<file path="src/design/madc_pkg.sv">
// Package of constants and types for the monitor converter control and readback block.
package madc_pkg;

    // ****************************************************************
    // Register offsets
    // ****************************************************************
    localparam logic [7:0] MADC_ADDR_SEQ_CTRL = 8'h14; // Sequence control register.
    localparam logic [7:0] MADC_ADDR_IN_SEL = 8'h15; // Input select register.
    localparam logic [7:0] MADC_ADDR_BAT_HI = 8'h16; // Battery result bits 9:2.
    localparam logic [7:0] MADC_ADDR_BAT_LO = 8'h17; // Battery result bits 1:0.
    localparam logic [7:0] MADC_ADDR_BST_HI = 8'h18; // Boost result bits 9:2.
    localparam logic [7:0] MADC_ADDR_BST_LO = 8'h19; // Boost result bits 1:0.
    localparam logic [7:0] MADC_ADDR_T1_HI = 8'h1a; // First temperature bits 9:2.
    localparam logic [7:0] MADC_ADDR_T1_LO = 8'h1b; // First temperature bits 1:0.
    localparam logic [7:0] MADC_ADDR_T2_HI = 8'h1c; // Second temperature bits 9:2.
    localparam logic [7:0] MADC_ADDR_T2_LO = 8'h1d; // Second temperature bits 1:0.

    // ****************************************************************
    // Reset values
    // ****************************************************************
    localparam logic [7:0] MADC_SEQ_CTRL_RST = 8'h32; // Interval 3, mode 1, powered down.
    localparam logic [7:0] MADC_IN_SEL_RST = 8'h04; // Battery enabled only.
    localparam logic [9:0] MADC_RESULT_RST = 10'h000; // Result reset value.
    localparam logic [7:0] MADC_ZERO_BYTE = 8'h00; // Read value of unmapped offsets.

    // ****************************************************************
    // Channel indices, in fixed scan order
    // ****************************************************************
    localparam int MADC_NCH = 4; // Number of measured channels.
    localparam logic [1:0] MADC_CH_BAT = 2'h0; // Battery channel.
    localparam logic [1:0] MADC_CH_BST = 2'h1; // Boost channel.
    localparam logic [1:0] MADC_CH_T1 = 2'h2; // First temperature channel.
    localparam logic [1:0] MADC_CH_T2 = 2'h3; // Second temperature channel.
    localparam logic [1:0] MADC_CH_LAST = 2'h3; // Last channel of a scan.

    // ****************************************************************
    // Timing
    // ****************************************************************
    localparam int MADC_CLK_MHZ = 250; // System clock rate in MHz.
    localparam int MADC_RPT_US_0 = 0; // Interval code 0 in us.
    localparam int MADC_RPT_US_1 = 50; // Interval code 1 in us.
    localparam int MADC_RPT_US_2 = 250; // Interval code 2 in us.
    localparam int MADC_RPT_US_3 = 1000; // Interval code 3 in us.
    localparam int MADC_RPT_US_4 = 5000; // Interval code 4 in us.
    localparam int MADC_RPT_US_5 = 25000; // Interval code 5 in us.
    localparam int MADC_RPT_US_6 = 100000; // Interval code 6 in us.
    localparam int MADC_RPT_US_7 = 1000000; // Interval code 7 in us.
    localparam logic [31:0] MADC_ONE_CYC = 32'h0000_0001; // Smallest wait count.

    // ****************************************************************
    // Enumerations and carriers
    // ****************************************************************
    typedef enum logic [1:0] {
        MADC_MODE_ONESHOT,
        MADC_MODE_REPEAT,
        MADC_MODE_DSP,
        MADC_MODE_RSVD
    } madc_mode_type;

    typedef enum logic [2:0] {
        MADC_ST_IDLE,
        MADC_ST_START,
        MADC_ST_WAITCONV,
        MADC_ST_NEXT,
        MADC_ST_INTERVAL,
        MADC_ST_DONE
    } madc_state_type;

    // Layout of the sequence control register.
    typedef struct packed {
        logic rsvd;
        logic [2:0] repeat_interval_sel;
        logic readback_update_halt;
        madc_mode_type converter_op_mode;
        logic converter_power_on;
    } madc_seq_ctrl_type;

    // Layout of the input select register.
    typedef struct packed {
        logic [4:0] rsvd;
        logic battery_meas_en;
        logic boost_meas_en;
        logic temperature_meas_en;
    } madc_in_sel_type;

    // Request to the analog converter.
    typedef struct packed {
        logic start;
        logic [1:0] channel;
    } madc_conv_req_type;

endpackage

</file>
<file path="src/design/madc_control.sv">
// Monitor converter sequencing, control registers and result readback.
// Behaviour
// - Interval field bits 6-4 selects scan spacing.
// - Halt bit freezes readback result registers.
// - Mode field picks one-shot, scan, DSP.
// - Bit 0 powers converter up or down.
// - Battery bit enables battery channel conversion.
// - Boost bit enables boost channel conversion.
// - Temperature bit enables both temperature channels.
// - Battery result split over 0x16, 0x17.
// - Boost result split over 0x18, 0x19.
// - First temperature split over 0x1A, 0x1B.
// - Second temperature high bits at 0x1C.
// - Second temperature low bits at 0x1D.
module madc_control
    import madc_pkg::*;
(
    // Clock and reset.
    input wire logic sys_clk,
    input wire logic rst,
    // Register control port, single-cycle strobes.
    input wire logic reg_wr_en,
    input wire logic reg_rd_en,
    input wire logic [7:0] reg_addr,
    input wire logic [7:0] reg_wr_data,
    output logic [7:0] reg_rd_data,
    // Trigger pulse from the on-chip DSP.
    input wire logic dsp_trigger,
    // Analog converter interface.
    output logic converter_power_on,
    output madc_conv_req_type conv_req,
    input wire logic conv_done,
    input wire logic [9:0] conv_data
);

    // ****************************************************************
    // Interval counts in cycles
    // ****************************************************************
    localparam logic [31:0] RPT_CYC [8] = '{
        32'(MADC_RPT_US_0 * MADC_CLK_MHZ), 32'(MADC_RPT_US_1 * MADC_CLK_MHZ),
        32'(MADC_RPT_US_2 * MADC_CLK_MHZ), 32'(MADC_RPT_US_3 * MADC_CLK_MHZ),
        32'(MADC_RPT_US_4 * MADC_CLK_MHZ), 32'(MADC_RPT_US_5 * MADC_CLK_MHZ),
        32'(MADC_RPT_US_6 * MADC_CLK_MHZ), 32'(MADC_RPT_US_7 * MADC_CLK_MHZ)};

    // ****************************************************************
    // State
    // ****************************************************************
    madc_seq_ctrl_type seq_ctrl_ff, nxt_seq_ctrl; // Sequence control register.
    madc_in_sel_type in_sel_ff, nxt_in_sel; // Input select register.
    logic [9:0] result_ff [MADC_NCH]; // Readback results per channel.
    logic [9:0] nxt_result [MADC_NCH]; // Next readback results.
    madc_state_type state_ff, nxt_state; // Sequencer state.
    logic [1:0] chan_ff, nxt_chan; // Channel being converted.
    logic [31:0] wait_ff, nxt_wait; // Interval countdown.
    logic [7:0] rd_data_ff, nxt_rd_data; // Registered read data.
    logic ctrl_rewrite; // Sequence control register written.
    logic [MADC_NCH-1:0] chan_en; // Per-channel enable.

    // Channel enables; both temperature channels share one bit.
    assign chan_en[MADC_CH_BAT] = in_sel_ff.battery_meas_en;
    assign chan_en[MADC_CH_BST] = in_sel_ff.boost_meas_en;
    assign chan_en[MADC_CH_T1] = in_sel_ff.temperature_meas_en;
    assign chan_en[MADC_CH_T2] = in_sel_ff.temperature_meas_en;
    assign ctrl_rewrite = reg_wr_en && (reg_addr == MADC_ADDR_SEQ_CTRL);

    // ****************************************************************
    // Register writes
    // ****************************************************************
    // Only the two control registers are writable; result offsets ignore writes.
    always_comb begin
        nxt_seq_ctrl = seq_ctrl_ff;
        nxt_in_sel = in_sel_ff;
        if (ctrl_rewrite) begin
            nxt_seq_ctrl = madc_seq_ctrl_type'(reg_wr_data);
        end
        if (reg_wr_en && (reg_addr == MADC_ADDR_IN_SEL)) begin
            nxt_in_sel = madc_in_sel_type'(reg_wr_data);
        end
    end

    always_ff @(posedge sys_clk) begin
        if (rst) begin
            seq_ctrl_ff <= madc_seq_ctrl_type'(MADC_SEQ_CTRL_RST);
            in_sel_ff <= madc_in_sel_type'(MADC_IN_SEL_RST);
        end else begin
            seq_ctrl_ff <= nxt_seq_ctrl;
            in_sel_ff <= nxt_in_sel;
        end
    end

    // Converter power follows bit 0 directly.
    assign converter_power_on = seq_ctrl_ff.converter_power_on;

    // ****************************************************************
    // Scan sequencer
    // ****************************************************************
    // Walks the channels in fixed order, skipping disabled ones.
    always_comb begin
        nxt_state = state_ff;
        nxt_chan = chan_ff;
        nxt_wait = wait_ff;
        conv_req.start = 1'b0;
        conv_req.channel = chan_ff;
        if (!seq_ctrl_ff.converter_power_on || ctrl_rewrite) begin
            // Power-down or any sequence control write aborts and restarts the sequence.
            nxt_state = MADC_ST_IDLE;
            nxt_chan = MADC_CH_BAT;
        end else begin
            case (state_ff)
                MADC_ST_IDLE: begin
                    nxt_chan = MADC_CH_BAT;
                    case (seq_ctrl_ff.converter_op_mode)
                        MADC_MODE_ONESHOT: nxt_state = MADC_ST_START;
                        MADC_MODE_REPEAT: nxt_state = MADC_ST_START;
                        MADC_MODE_DSP: begin
                            // One scan per trigger pulse.
                            if (dsp_trigger) begin
                                nxt_state = MADC_ST_START;
                            end
                        end
                        default: nxt_state = MADC_ST_IDLE; // Reserved mode stays idle.
                    endcase
                end
                MADC_ST_START: begin
                    if (chan_en[chan_ff]) begin
                        conv_req.start = 1'b1;
                        nxt_state = MADC_ST_WAITCONV;
                    end else begin
                        nxt_state = MADC_ST_NEXT;
                    end
                end
                MADC_ST_WAITCONV: begin
                    if (conv_done) begin
                        nxt_state = MADC_ST_NEXT;
                    end
                end
                MADC_ST_NEXT: begin
                    if (chan_ff == MADC_CH_LAST) begin
                        // Scan complete; choose what follows by mode.
                        if (seq_ctrl_ff.converter_op_mode == MADC_MODE_REPEAT) begin
                            nxt_wait = RPT_CYC[seq_ctrl_ff.repeat_interval_sel];
                            nxt_state = MADC_ST_INTERVAL;
                        end else if (seq_ctrl_ff.converter_op_mode == MADC_MODE_DSP) begin
                            nxt_state = MADC_ST_IDLE;
                        end else begin
                            nxt_state = MADC_ST_DONE;
                        end
                    end else begin
                        nxt_chan = chan_ff + 2'h1;
                        nxt_state = MADC_ST_START;
                    end
                end
                MADC_ST_INTERVAL: begin
                    // Count down the repeat interval, then rescan.
                    if (wait_ff <= MADC_ONE_CYC) begin
                        nxt_chan = MADC_CH_BAT;
                        nxt_state = MADC_ST_START;
                    end else begin
                        nxt_wait = wait_ff - MADC_ONE_CYC;
                    end
                end
                MADC_ST_DONE: nxt_state = MADC_ST_DONE;
                default: nxt_state = MADC_ST_IDLE;
            endcase
        end
    end

    always_ff @(posedge sys_clk) begin
        if (rst) begin
            state_ff <= MADC_ST_IDLE;
            chan_ff <= MADC_CH_BAT;
            wait_ff <= '0;
        end else begin
            state_ff <= nxt_state;
            chan_ff <= nxt_chan;
            wait_ff <= nxt_wait;
        end
    end

    // ****************************************************************
    // Result capture
    // ****************************************************************
    // A finished conversion updates its result unless readback is halted.
    for (genvar gi = 0; gi < MADC_NCH; gi++) begin : g_res
        always_comb begin
            nxt_result[gi] = result_ff[gi];
            if ((state_ff == MADC_ST_WAITCONV) && conv_done && (chan_ff == 2'(gi))
                    && !seq_ctrl_ff.readback_update_halt) begin
                nxt_result[gi] = conv_data;
            end
        end
        always_ff @(posedge sys_clk) begin
            if (rst) begin
                result_ff[gi] <= MADC_RESULT_RST;
            end else begin
                result_ff[gi] <= nxt_result[gi];
            end
        end
    end

    // ****************************************************************
    // Register reads
    // ****************************************************************
    // Read data is registered one cycle after the read strobe.
    always_comb begin
        nxt_rd_data = rd_data_ff;
        if (reg_rd_en) begin
            case (reg_addr)
                MADC_ADDR_SEQ_CTRL: nxt_rd_data = seq_ctrl_ff;
                MADC_ADDR_IN_SEL: nxt_rd_data = in_sel_ff;
                MADC_ADDR_BAT_HI: nxt_rd_data = result_ff[MADC_CH_BAT][9:2];
                MADC_ADDR_BAT_LO: nxt_rd_data = {result_ff[MADC_CH_BAT][1:0], 6'h00};
                MADC_ADDR_BST_HI: nxt_rd_data = result_ff[MADC_CH_BST][9:2];
                MADC_ADDR_BST_LO: nxt_rd_data = {result_ff[MADC_CH_BST][1:0], 6'h00};
                MADC_ADDR_T1_HI: nxt_rd_data = result_ff[MADC_CH_T1][9:2];
                MADC_ADDR_T1_LO: nxt_rd_data = {result_ff[MADC_CH_T1][1:0], 6'h00};
                MADC_ADDR_T2_HI: nxt_rd_data = result_ff[MADC_CH_T2][9:2];
                MADC_ADDR_T2_LO: nxt_rd_data = {result_ff[MADC_CH_T2][1:0], 6'h00};
                default: nxt_rd_data = MADC_ZERO_BYTE;
            endcase
        end
    end

    always_ff @(posedge sys_clk) begin
        if (rst) begin
            rd_data_ff <= MADC_ZERO_BYTE;
        end else begin
            rd_data_ff <= nxt_rd_data;
        end
    end

    assign reg_rd_data = rd_data_ff;

endmodule

</file>
<file path="config.mk">
export PLATFORM = sky130hd
export DESIGN_NAME = madc_control
export DESIGN_NICKNAME = d
export VERILOG_FILES = /design/src/design/madc_pkg.sv /design/src/design/madc_control.sv
export SDC_FILE = /design/constraint.sdc
export NUM_CORES = 1
export LEC_CHECK = 0
export ABC_AREA = 1
export BUFFER_PORTS_ARGS = -buffer_cell sky130_fd_sc_hd__buf_2
export CAP_MARGIN = 25
export CORE_MARGIN = 2
export CORE_UTILIZATION = 60
export DETAILED_ROUTE_END_ITERATION = 10
export MAX_ROUTING_LAYER = met4
export PLACE_DENSITY = 0.88
export SYNTH_ARGS = -nofsm -noshare
export SYNTH_HDL_FRONTEND = slang
export SYNTH_SLANG_ARGS = --single-unit
</file>
<file path="constraint.sdc">
create_clock -name sys_clk -period 2.5 [get_ports sys_clk]
set_clock_uncertainty 0.1 [all_clocks]
set_input_delay 0.25 -clock sys_clk [delete_from_list [all_inputs] [get_ports sys_clk]]
set_output_delay 0.25 -clock sys_clk [all_outputs]
set_load 0.02 [all_outputs]
</file>
# Word level (Yosys, flattened, before mapping)
# Memory sizes are Yosys's and may differ from the RTL's.
# Cells that the tools add are included.
# Widths: inputs -> output; s select.
totals:
  romBits: 256
  memories: 2
  in_bits: 32
  output_inout_bits: 12
  ramBits: 40
  elab_cells: 120
  ff_bits: 61
op_classes:
  addsub: 2
  eq_ne: 31
  reduce_logical: 28
  n_mux: 35
  magnitude_cmp: 3
  n_bitwise: 6
memory_table:
  columns: ["memory", "depth", "width", "read_ports", "rd_ports_with_merged_regs", "write_ports", "line", "text"]
  rows:
  - ["(no name shown)", 8, 32, 1, 0, 0, "madc_control.sv:141", "nxt_wait = RPT_CYC[seq_ctrl_ff.repeat_interval_sel];"]
  - ["result_ff", 4, 10, 4, 0, 4, "madc_control.sv:50", "logic [9:0] result_ff [MADC_NCH];"]
ops:
  columns: ["cell", "n"]
  rows:
  - ["$mux 32", 5]
  - ["$eq 8x5->1 const B", 10]
  - ["$mux 10", 8]
  - ["$pmux 8 s10", 1]
  - ["$pmux 32 s2", 1]
  - ["$le 32x1->1 const B", 1]
  - ["$sub 32x1->32 const B", 1]
  - ["$mux 3", 6]
  - ["$pmux 3 s6", 1]
  - ["$ne 2x2->1 const B", 6]
  - ["$logic_and 1x1->1", 11]
  - ["$mux 1", 8]
  - ["$reduce_and 2->1", 4]
  - ["$eq 2x2->1 const B", 3]
  - ["$eq 3x2->1 const B", 2]
  - ["$eq 3x3->1 const B", 2]
  - ["$pmux 2 s3", 1]
  - ["$pmux 3 s2", 1]
  - ["$reduce_and 3->1", 2]
  - ["$reduce_and 5->1", 1]
  - ["$eq 2x1->1 const B", 2]
  - ["$ge 4x4->1 const B", 1]
  - ["$logic_not 2->1", 2]
  - ["$mux 2", 2]
  - ["other kinds (15)", 23]

# Longest topological paths before layout
# Gate-level depths: netlist of the first run.
depth:
  depth_word: 7
  mapped_depth: 13

# Worst setup path after synthesis of the first run
# Ideal clock, no wire load.
synth_path:
  kind: "register -> output"
  startpoint: "reg chan_ff[0]"
  endpoint: "out conv_req[2] (netlist name)"
  setup_slack_ps: 674
  arrival_ps: 1476
  t_required_ps: 2150
  stages_incl_launch_ff: 5
  n_path_buf: 0
  cell_sequence: "dfxtp_1 -> a21oi_1 -> o21ai_0 -> o21ai_0 -> nor4_1"
synth_lines:
  columns: ["element", "line", "text"]
  rows:
  - ["start: declaration", "madc_control.sv:53", "logic [1:0] chan_ff, nxt_chan;"]
  - ["start signal: assignment", "madc_control.sv:175", "chan_ff <= nxt_chan;"]
  - ["end: declaration", "madc_control.sv:31", "output madc_conv_req_type conv_req,"]

# Final worst setup path of the first run
layout_path:
  startpoint: "reg wait_ff[16]"
  endpoint: "reg wait_ff[19]"
layout_via:
  elab_chain_len: 3
  elab_cells_between_ends: 6
  classes_between: "add/sub (1); order compare (1); eq/ne (1); mux (2); reduce/logical (1)"
layout_rtl:
  columns: ["element", "line", "text"]
  rows:
  - ["start: declaration", "madc_control.sv:54", "logic [31:0] wait_ff, nxt_wait;"]
  - ["start signal: assignment", "madc_control.sv:176", "wait_ff <= nxt_wait;"]
  - ["$sub 32x1->32 or $le 32x1->1 (tied branches)", "madc_control.sv:159, madc_control.sv:155", null]
  - ["$mux 32 or $ne 2x2->1 (tied branches)", null, null]
  - ["$pmux 32 s2 or $reduce_and 5->1 (tied branches)", null, null]
# Several ways; a longest one is shown, not always the timed one. The select of a mux whose other input is x is not followed.
# A chain may end at the register's enable or synchronous reset.

==> results.txt, run 1 <==
Post-CTS sizing = 0
Final WS setup = 0.257 ns
DR vias = 5770
Critical Path RT = 2.71 ns
Nets = 981
Mapped Area = 5670 um2
Crit end category = flip-flop
Adder-Cell Fraction of Synth Area = 2.87%
Antenna violations before repair = 0
Largest net degree at the start of global routing = 45
Syn_nets = 947
Die span in y = 101 um
Max Clk Rate = 446 MHz
DIE AREA = 10300 um2
Filler instances = 816
Final design utilization = 67.3%
Die X = 101 um
Via density = 5.48
Initial core utilization = 61.7%
Fin crit period = 2.24 ns
Final cycle utilization of the critical path = 89.7%
Number of synthesized flops with an enable pin = 0
Rows = 35
CP max FO = 44
Worst-path clk slew = 0.12 ns
Register area share after synthesis = 35.6%
# Post-CTS Setup Buffers = 0
Syn Area/Cell = 6.29 um2
Netlist cell types = 37
Worst hold margin = 0.0252 ns
P&R area growth vs syn = 9.15%
Worst setup SP type = flip-flop
Final setup TNS = 0 ns
Most common cell after layout, fill and taps aside = nand2_1
Most frequent cells in the layout = 216 x nand2_1, 136 x nor2_1, 113 x inv_1
Simple-gate area share of the yosys netlist = 30.5%
Hold Crit Class = in2reg
Top_reg_cell synth = dfxtp_1
Hold buffer count at cts = 2
Pwr/cell area = 453 nW/um2
CTS tree = yes
WL final = 14200 um
Port bufs = 43
Xor and xnor fraction of the mapped netlist area = 1.54%
Slew Limit Fails = 0
Critical Path AT = 2.46 ns
H-tree levels = 3
Post-synth ARST share = 0%
RSZ-0062 raised after global routing = no
Vias in the first global route = 5224
Layout cell share with drive strength beyond 1 = 9.35%
Core area = 9200 um2
Main combinational cell family by area after synthesis = simple AND/OR/NAND/NOR gates
Status = completed
Overall Global Routing Usage = 29.7%
First-pass GRT wire length = 23800 um
Clk buf depth = 2
Root buffer cell = clkbuf_8
Gr ovfl total = 0
Leakage = 2.94 nW
Drt pass-1 iters = 5
Antenna cell count = 0
Clk_lat worst skew = 0.39 ns
Final Hold Viols = 0
Syn. warnings = 0
Multiplexer area fraction after synthesis = 0%
Least-Margin Pin Slew = 0.593 ns
Final number of setup-violating endpoints = 0
CTS Sinks = 101
Kind of critical path = reg2reg
Multi-input gate area = 3050 um2
Dpl hpwl = 9990 um
Max VDD drop = 0.262 mV
DRC viols = 0
Final ANT Viol Nets = 0
Dpl ws = 0.372 ns
Ports = 44
Synth Area in Compound Gates = 18.9%
Seq cells post-synth = 101
DRT iter0 DRCs = 494
Post-Syn Instances = 902
Drt wl/cell = 13.5 um
Max Cap Viol = 0
Max-slew headroom = 60.4%
Routability cong. = 0.961
Storage element area = 2020 um2
TritonCTS buffer count = 9
metrics by stage:
stage / cells / total power [mW] / instance area (um2)
after floorplan: 902 / 1.70 / 5670
after global placement: 1034 / 1.76 / 5960
after detailed placement: 1034 / 1.76 / 5960
after CTS: 1052 / 2.82 / 6190
after global routing: 1052 / 2.90 / 6190
final: 1052 / 2.81 / 6190
path summary, 6_finish.rpt:
check	to	from	slack (ns)	cells past startpoint
hold / removal	seq_ctrl_ff[3]	reg_wr_data[3]	0.03	3
setup / recovery	wait_ff[19]	wait_ff[16]	0.26	9
hold reg to reg	result_ff[0][8]	result_ff[0][8]	0.35	2
setup reg to reg	wait_ff[19]	wait_ff[16]	0.26	9
state kept, by name, indices dropped and copies added (netlist names):
signal,cells
seq_ctrl_ff,7
chan_ff,2
wait_ff,32
chan_en,3
state_ff,3
in_sel_ff,5
reg_rd_data,8
result_ff,40
converter_power_on,1
cell usage after synthesis (all sizes together), types with 2 or more instances:
| library cell | n | area [um2] |
|---|---|---|
| nand2 | 221 | 847 |
| nor2 | 141 | 552 |
| inv | 119 | 447 |
| dfxtp | 101 | 2020 |
| o21ai | 97 | 485 |
| a21oi | 92 | 472 |
| nand3 | 45 | 243 |
| clkbuf | 24 | 90.1 |
| ha | 13 | 163 |
| o22ai | 10 | 62.6 |
| xor2 | 9 | 78.8 |
| buf | 7 | 58.8 |
| nor3 | 7 | 40.0 |
| nand4 | 3 | 18.8 |
| nand3b | 2 | 15.0 |
| o21bai | 2 | 15.0 |
cell families (layout without fill, tap and decap cells):
family,after synthesis,in the layout
flops,101,101
xor+xnor,10,10
buf+inv,151,190
simple gates,421,421
fa+ha+maj,13,13
compound gates,206,206
metal layers:
metal	wire length (um)	share of wire [%]	vias up	global-route usage [%]
met1	6400	45	2558	40.0
li1	-	-	2932	-
met3	1100	7.8	39	5.18
met2	6380	45	241	44.9
met4	303	2.1	0	11.0
met5	0	0	-	-
layout make-up:
cell class	count	share of cell area, %
clock buffer	9	2.00
timing repair buffer	54	5.09
multi-input combinational	650	49.3
tap	111	2.24
clock inverter	7	1.45
inverter	120	7.27
sequential	101	32.6
power by group:
part           switching (mW)  internal (mW)
clock network           0.675          0.402
registers            0.000518           1.61
logic                  0.0788         0.0404
total                   0.755           2.05
critical path, stage by stage (launching register included):
cell	delay (ns)
dfxtp_1	0.37
nor2_1	0.24
nand2_1	0.14
nor2_1	0.21
nand3_1	0.14
nand2_2	0.15
nand2_2	0.11
nand2_4	0.37
nand2_1	0.14
a21oi_1	0.19
Power figures use the tool's default switching activity.
==> inputs of run 2 (changes only) <==
--- a/config.mk
+++ b/config.mk
@@ -9,10 +9,11 @@
 export BUFFER_PORTS_ARGS = -buffer_cell sky130_fd_sc_hd__buf_2
 export CAP_MARGIN = 25
 export CORE_MARGIN = 2
-export CORE_UTILIZATION = 60
+export CORE_UTILIZATION = 25
+export CTS_CLUSTER_DIAMETER = 60
 export DETAILED_ROUTE_END_ITERATION = 10
 export MAX_ROUTING_LAYER = met4
-export PLACE_DENSITY = 0.88
+export PLACE_DENSITY = 0.48
 export SYNTH_ARGS = -nofsm -noshare
 export SYNTH_HDL_FRONTEND = slang
 export SYNTH_SLANG_ARGS = --single-unit
==> run 2 against run 1 <==
Sequential power about the same; via count shrank 5.2%; worst setup slack improved by 0.16 ns; hold slack better by 0.028 ns; cell count increased by 17%; combinational power is essentially flat; clock power grew 35%; global-route usage shrank 15 points; critical path type unchanged; largest power group unchanged.
==> results.txt, run 2 (synthesis gave the netlist of run 1 again) <==
Status = completed
Vias in the first global route = 5097
Critical path origin = wait_ff[1]
Overall Global Routing Usage = 14.6%
Kind of critical path = reg2reg
DRT iter0 DRCs = 370
Drt wl/cell = 13.4 um
CTS tree = yes
# Post-CTS Setup Buffers = 0
Max reg flops = 40
Core area = 22400 um2
Drt pass-1 iters = 7
Filler instances = 2555
Hold Crit Class = in2reg
Die span in y = 155 um
Via density = 4.45
CP max FO = 5
Initial core utilization = 25.3%
Gate power share = 3.8%
Reg with most FFs = result_ff
Int Power = 2.36 mW
Max Cap Viol = 0
Critical Path RT = 2.69 ns
Routability cong. = 0.861
RSZ-0062 raised after global routing = no
Layout cell share with drive strength beyond 1 = 9.85%
Clock power frac = 45.7%
Worst-path clk slew = 0.08 ns
Gr ovfl total = 0
Critical Path AT = 2.28 ns
Clk_lat worst skew = 0.36 ns
Switching power share of the total = 25.9%
Most frequent cells in the layout = 216 x nand2_1, 136 x nor2_1, 113 x inv_1
Fin crit period = 2.09 ns
Antenna cell count = 0
DIE AREA = 23900 um2
First-pass GRT wire length = 26900 um
Final setup TNS = 0 ns
Max Clk Rate = 480 MHz
Slew Limit Fails = 0
Critical R2R Capture = wait_ff[26]
DRC viols = 0
Most common cell after layout, fill and taps aside = nand2_1
Least-Margin Pin Slew = 0.525 ns
Worst Setup EP = wait_ff[26]
Worst hold margin = 0.0530 ns
Crit end category = flip-flop
Post-CTS sizing = 0
Hold buffer count at cts = 0
Nets = 984
Dpl ws = 0.411 ns
Ports = 44
Placed insts = 1213
Leakage = 3.00 nW
P_sw = 0.825 mW
Root buffer cell = clkbuf_16
DR vias = 5471
TritonCTS buffer count = 9
Rows = 55
Final Hold Viols = 0
CTS Sinks = 101
Largest net degree at the start of global routing = 45
Final cycle utilization of the critical path = 83.4%
Max-slew headroom = 64.8%
Max VDD drop = 0.241 mV
Worst setup SP type = flip-flop
Antenna violations before repair = 0
Clk buf depth = 2
Final Non-Filler Cells = 1229
Reg2Reg Depth = 12
Port bufs = 43
Final number of setup-violating endpoints = 0
WL final = 16400 um
Final Power = 3.19 mW
R2R Setup Slk = 0.41 ns
Dpl hpwl = 12300 um
Pwr/cell area = 489 nW/um2
RR Startpoint = wait_ff[1]
Final ANT Viol Nets = 0
Sequential share of power = 50.5%
Die X = 155 um
H-tree levels = 3
P&R area growth vs syn = 14.9%
Final WS setup = 0.415 ns
run 2: cell types whose count changed in the layout (fill, tap and decap cells not counted):
cell / previous run / this run
inv_6: 2 / 0
inv_8: 0 / 3
clkinvlp_4: 1 / 0
dlygate4sd3_1: 2 / 0
buf_4: 8 / 13
clkbuf_8: 9 / 0
clkinv_4: 0 / 1
clkinv_8: 4 / 2
clkbuf_16: 0 / 9
clkinv_2: 0 / 1
run 2: area by class of cell:
| cell class | instances | area [um2] | share of cell area (%) |
|---|---|---|---|
| repair buffers | 57 | 333 | 5.10 |
| inverters | 120 | 450 | 6.91 |
| clock inverters | 7 | 80.1 | 1.23 |
| well taps | 285 | 357 | 5.47 |
| clock buffers | 9 | 225 | 3.45 |
| flip-flops and latches | 101 | 2020 | 31.0 |
| multi-input cells | 650 | 3050 | 46.8 |
run 2: critical path: stages (launching register included):
cell and delay, ns:
dfxtp_1 0.30, inv_1 0.12, ha_1 0.21, nand2_1 0.08, buf_4 0.16, nor2_1 0.28
nand2_1 0.19, nor2_1 0.19, xor2_1 0.16, nand2_1 0.06, nand2_1 0.06, nor2_1 0.04
nor2_1 0.09
run 2: layer usage:
metal / GRT usage [%] / share of wire, % / vias to the layer above
li1: - / - / 2951
met3: 2.21 / 2.8 / 11
met5: - / 0 / -
met2: 21.9 / 44 / 78
met1: 20.5 / 53 / 2431
met4: 3.70 / 0.97 / 0
run 2: metrics by stage:
stage	util [%]	cell area, um2
after global routing	29.1	6520
after global placement	27.7	6210
after floorplan	-	5670
after detailed placement	27.7	6210
final	29.1	6520
after CTS	29.1	6520
run 2: power groups by stage:
stage | combinational (mW) | sequential (mW) | clock [mW]
5_1_grt | 0.136 | 1.61 | 1.58
3_5_place_dp | 0.123 | 1.65 | 0
2_1_floorplan | 0.0587 | 1.65 | 0
6_report | 0.121 | 1.61 | 1.46
3_3_place_gp | 0.123 | 1.65 | 0
4_1_cts | 0.123 | 1.61 | 1.51
run 2: worst min path at each step:
stage	startpoint	end	slack, ns	cells after the start
6_report	reg_wr_data[1]	seq_ctrl_ff[1]	0.05	3
5_1_grt	reg_wr_data[0]	converter_power_on	0.05	3
4_1_cts	reg_wr_data[1]	seq_ctrl_ff[1]	0.03	3
3_5_place_dp	result_ff[1][3]	result_ff[1][3]	0.33	2
3_3_place_gp	result_ff[0][7]	result_ff[0][7]	0.33	2
2_1_floorplan	reg_wr_data[1]	seq_ctrl_ff[1]	0.28	2
==> inputs of run 3 (changes only) <==
--- a/config.mk
+++ b/config.mk
@@ -13,7 +13,7 @@
 export CTS_CLUSTER_DIAMETER = 60
 export DETAILED_ROUTE_END_ITERATION = 10
 export MAX_ROUTING_LAYER = met4
-export PLACE_DENSITY = 0.48
+export PLACE_DENSITY = 0.49
 export SYNTH_ARGS = -nofsm -noshare
 export SYNTH_HDL_FRONTEND = slang
 export SYNTH_SLANG_ARGS = --single-unit
==> constraint.sdc (replaced) <==
create_clock -name sys_clk -period 1.9 [get_ports sys_clk]
set_clock_uncertainty 0.1 [all_clocks]
set_input_delay 0.19 -clock sys_clk [delete_from_list [all_inputs] [get_ports sys_clk]]
set_output_delay 0.19 -clock sys_clk [all_outputs]
set_load 0.02 [all_outputs]
==> run 3 against run 2 <==
Cell count rose by 3.9%; sequential share of layout area fell by 2.4 points; combinational power rose by 35%; clock-buffer cell count did not move; worst setup slack got worse by 0.32 ns; critical path depth rose by 1; fmax rose by 16%; power rose by 33%; sequential power rose by 32%; die area did not move; utilization rose by 2.5 points; critical endpoint is now wait_ff[15]; largest cell class unchanged.
==> results.txt, run 3 (synthesis gave the netlist of run 1 again) <==
Status = completed
Worst Setup EP = wait_ff[15]
Nets = 1032
Critical Path AT = 1.96 ns
Fin crit period = 1.81 ns
Hold Crit Class = in2reg
Most common cell after layout, fill and taps aside = nand2_1
Clk buf depth = 2
Gr ovfl total = 0
Cells along the critical path = nor2_2, inv_1, nor2_2, nand2_1, nor2_2, nand3_2, nand2_2, nand2_2, nand2_8, clkbuf_16, nand2_1, nand2_1, nor2_1
Critical R2R Capture = wait_ff[15]
Critical Path Max Stage Delay = 0.35 ns
WL final = 17100 um
Worst setup SP type = flip-flop
Critical-path top delay cell = dfxtp_2
First-pass GRT wire length = 27400 um
Port bufs = 43
CP max FO = 15
Antenna violations before repair = 0
Root buffer cell = clkbuf_16
Placed Instance Area = 6530 um2
Critical path depth = 13
Final cycle utilization of the critical path = 95.0%
Antenna cell count = 0
Pwr/cell area = 600 nW/um2
Initial core utilization = 25.3%
Rows = 55
Slew Limit Fails = 0
Max-slew headroom = 71.3%
Final WS setup = 0.0948 ns
Leakage = 3.29 nW
CTS Sinks = 101
DIE AREA = 23900 um2
Layout cell share with drive strength beyond 1 = 16.4%
Routability cong. = 0.863
DRC viols = 0
Critical path buffers and inverters = 2
Crit end category = flip-flop
Reg2Reg Depth = 13
Final Hold Viols = 0
Clk_lat worst skew = 0.36 ns
Drt wl/cell = 13.4 um
DRT iter0 DRCs = 311
Least-Margin Pin Slew = 0.431 ns
Final ANT Viol Nets = 0
DR vias = 5692
Dpl hpwl = 12600 um
Max Cap Viol = 0
Worst-path clk slew = 0.08 ns
Via density = 4.46
Kind of critical path = reg2reg
Die span in y = 155 um
Final number of setup-violating endpoints = 0
Design Area, Final = 7070 um2
Largest net degree at the start of global routing = 42
RR Startpoint = wait_ff[24]
CTS tree = yes
H-tree levels = 3
Most frequent cells in the layout = 214 x nand2_1, 121 x nor2_1, 110 x inv_1
Dpl ws = 0.0124 ns
Vias in the first global route = 5238
Max reg flops = 40
Delay-heaviest family, CP = simple AND/OR/NAND/NOR gates
Ports = 44
P&R area growth vs syn = 24.6%
Max VDD drop = 0.514 mV
Critical path origin = wait_ff[24]
Drt pass-1 iters = 4
Critical Path RT = 2.05 ns
Die X = 155 um
R2R Setup Slk = 0.09 ns
Max Clk Rate = 554 MHz
Reg with most FFs = result_ff
Overall Global Routing Usage = 14.8%
TritonCTS buffer count = 9
RSZ-0062 raised after global routing = yes
Core area = 22400 um2
## run 3: cell count changes in the layout (fill, tap and decap cells not counted), moves of 5 or more
cell,change
dlygate4sd3_1,+5
buf_4,+39
nor2_2,+14
nor2_1,-15
## run 3: stage by stage
step / hold WS, ns / power [mW] / instances / TNS (ns) / util (%)
finish: 0.0152 / 4.24 / 1277 / 0 / 31.5
CTS: 0.00412 / 4.30 / 1272 / 0 / 30.8
floorplan: 0.216 / 2.24 / 902 / 0 / -
detailed placement: 0.336 / 2.32 / 1252 / 0 / 29.1
global route: 0.0210 / 4.40 / 1277 / -0.175 / 31.5
global placement: 0.332 / 2.32 / 1252 / 0 / 29.1
## run 3: cell type report
type	instances	area, um2
Fill cell	2584	15400
Multi-Input combinational cell	650	3130
Sequential cell	101	2030
Timing Repair Buffer	105	786
Inverter	120	450
Tap cell	285	357
Clock buffer	9	225
Clock inverter	7	98.8
## run 3: metal layers
layer  track usage [%]  vias to the layer above  share of wire (%)
li1                  -                     3047                  -
met1              20.7                     2539                 51
met2              22.5                       89                 44
met3              1.49                       17                3.9
met4              4.37                        0                1.3
met5                 -                        -                  0
## run 3: how the worst min path moves through the flow
stage,start,end,slack (ns),cells after the start
after floorplan,reg_wr_data[1],seq_ctrl_ff[1],0.22,2
after global placement,result_ff[1][5],result_ff[1][5],0.33,2
after detailed placement,result_ff[0][3],result_ff[0][3],0.34,2
after CTS,reg_wr_data[7],seq_ctrl_ff[7],0.004,3
after global routing,reg_wr_data[7],seq_ctrl_ff[7],0.02,3
final,reg_wr_data[7],seq_ctrl_ff[7],0.02,3
## run 3: what timing repair did
| item | in CTS | in global routing |
|---|---|---|
| buffers inserted | 0 | 2 |
| pin swaps | 1 | 1 |
| hold buffers | 5 | 0 |
| endpoints found under the hold margin | 5 | 0 |
| resized for setup | 4 | 29 |
| cloned | 0 | 3 |
| setup endpoints to repair | 5 | 32 |
## run 3: worst register-to-register path, delay by kind of cell, from the launching register on
family	cells	cell delay (ns)
buffers and inverters	2	0.26
flip-flops	1	0.35
AND/OR/NAND/NOR	11	0.98
## run 3: power by group
group | switching, mW | internal, mW
combinational | 0.107 | 0.0562
clock | 1.01 | 0.957
sequential | 0.000470 | 2.11
total | 1.11 | 3.13
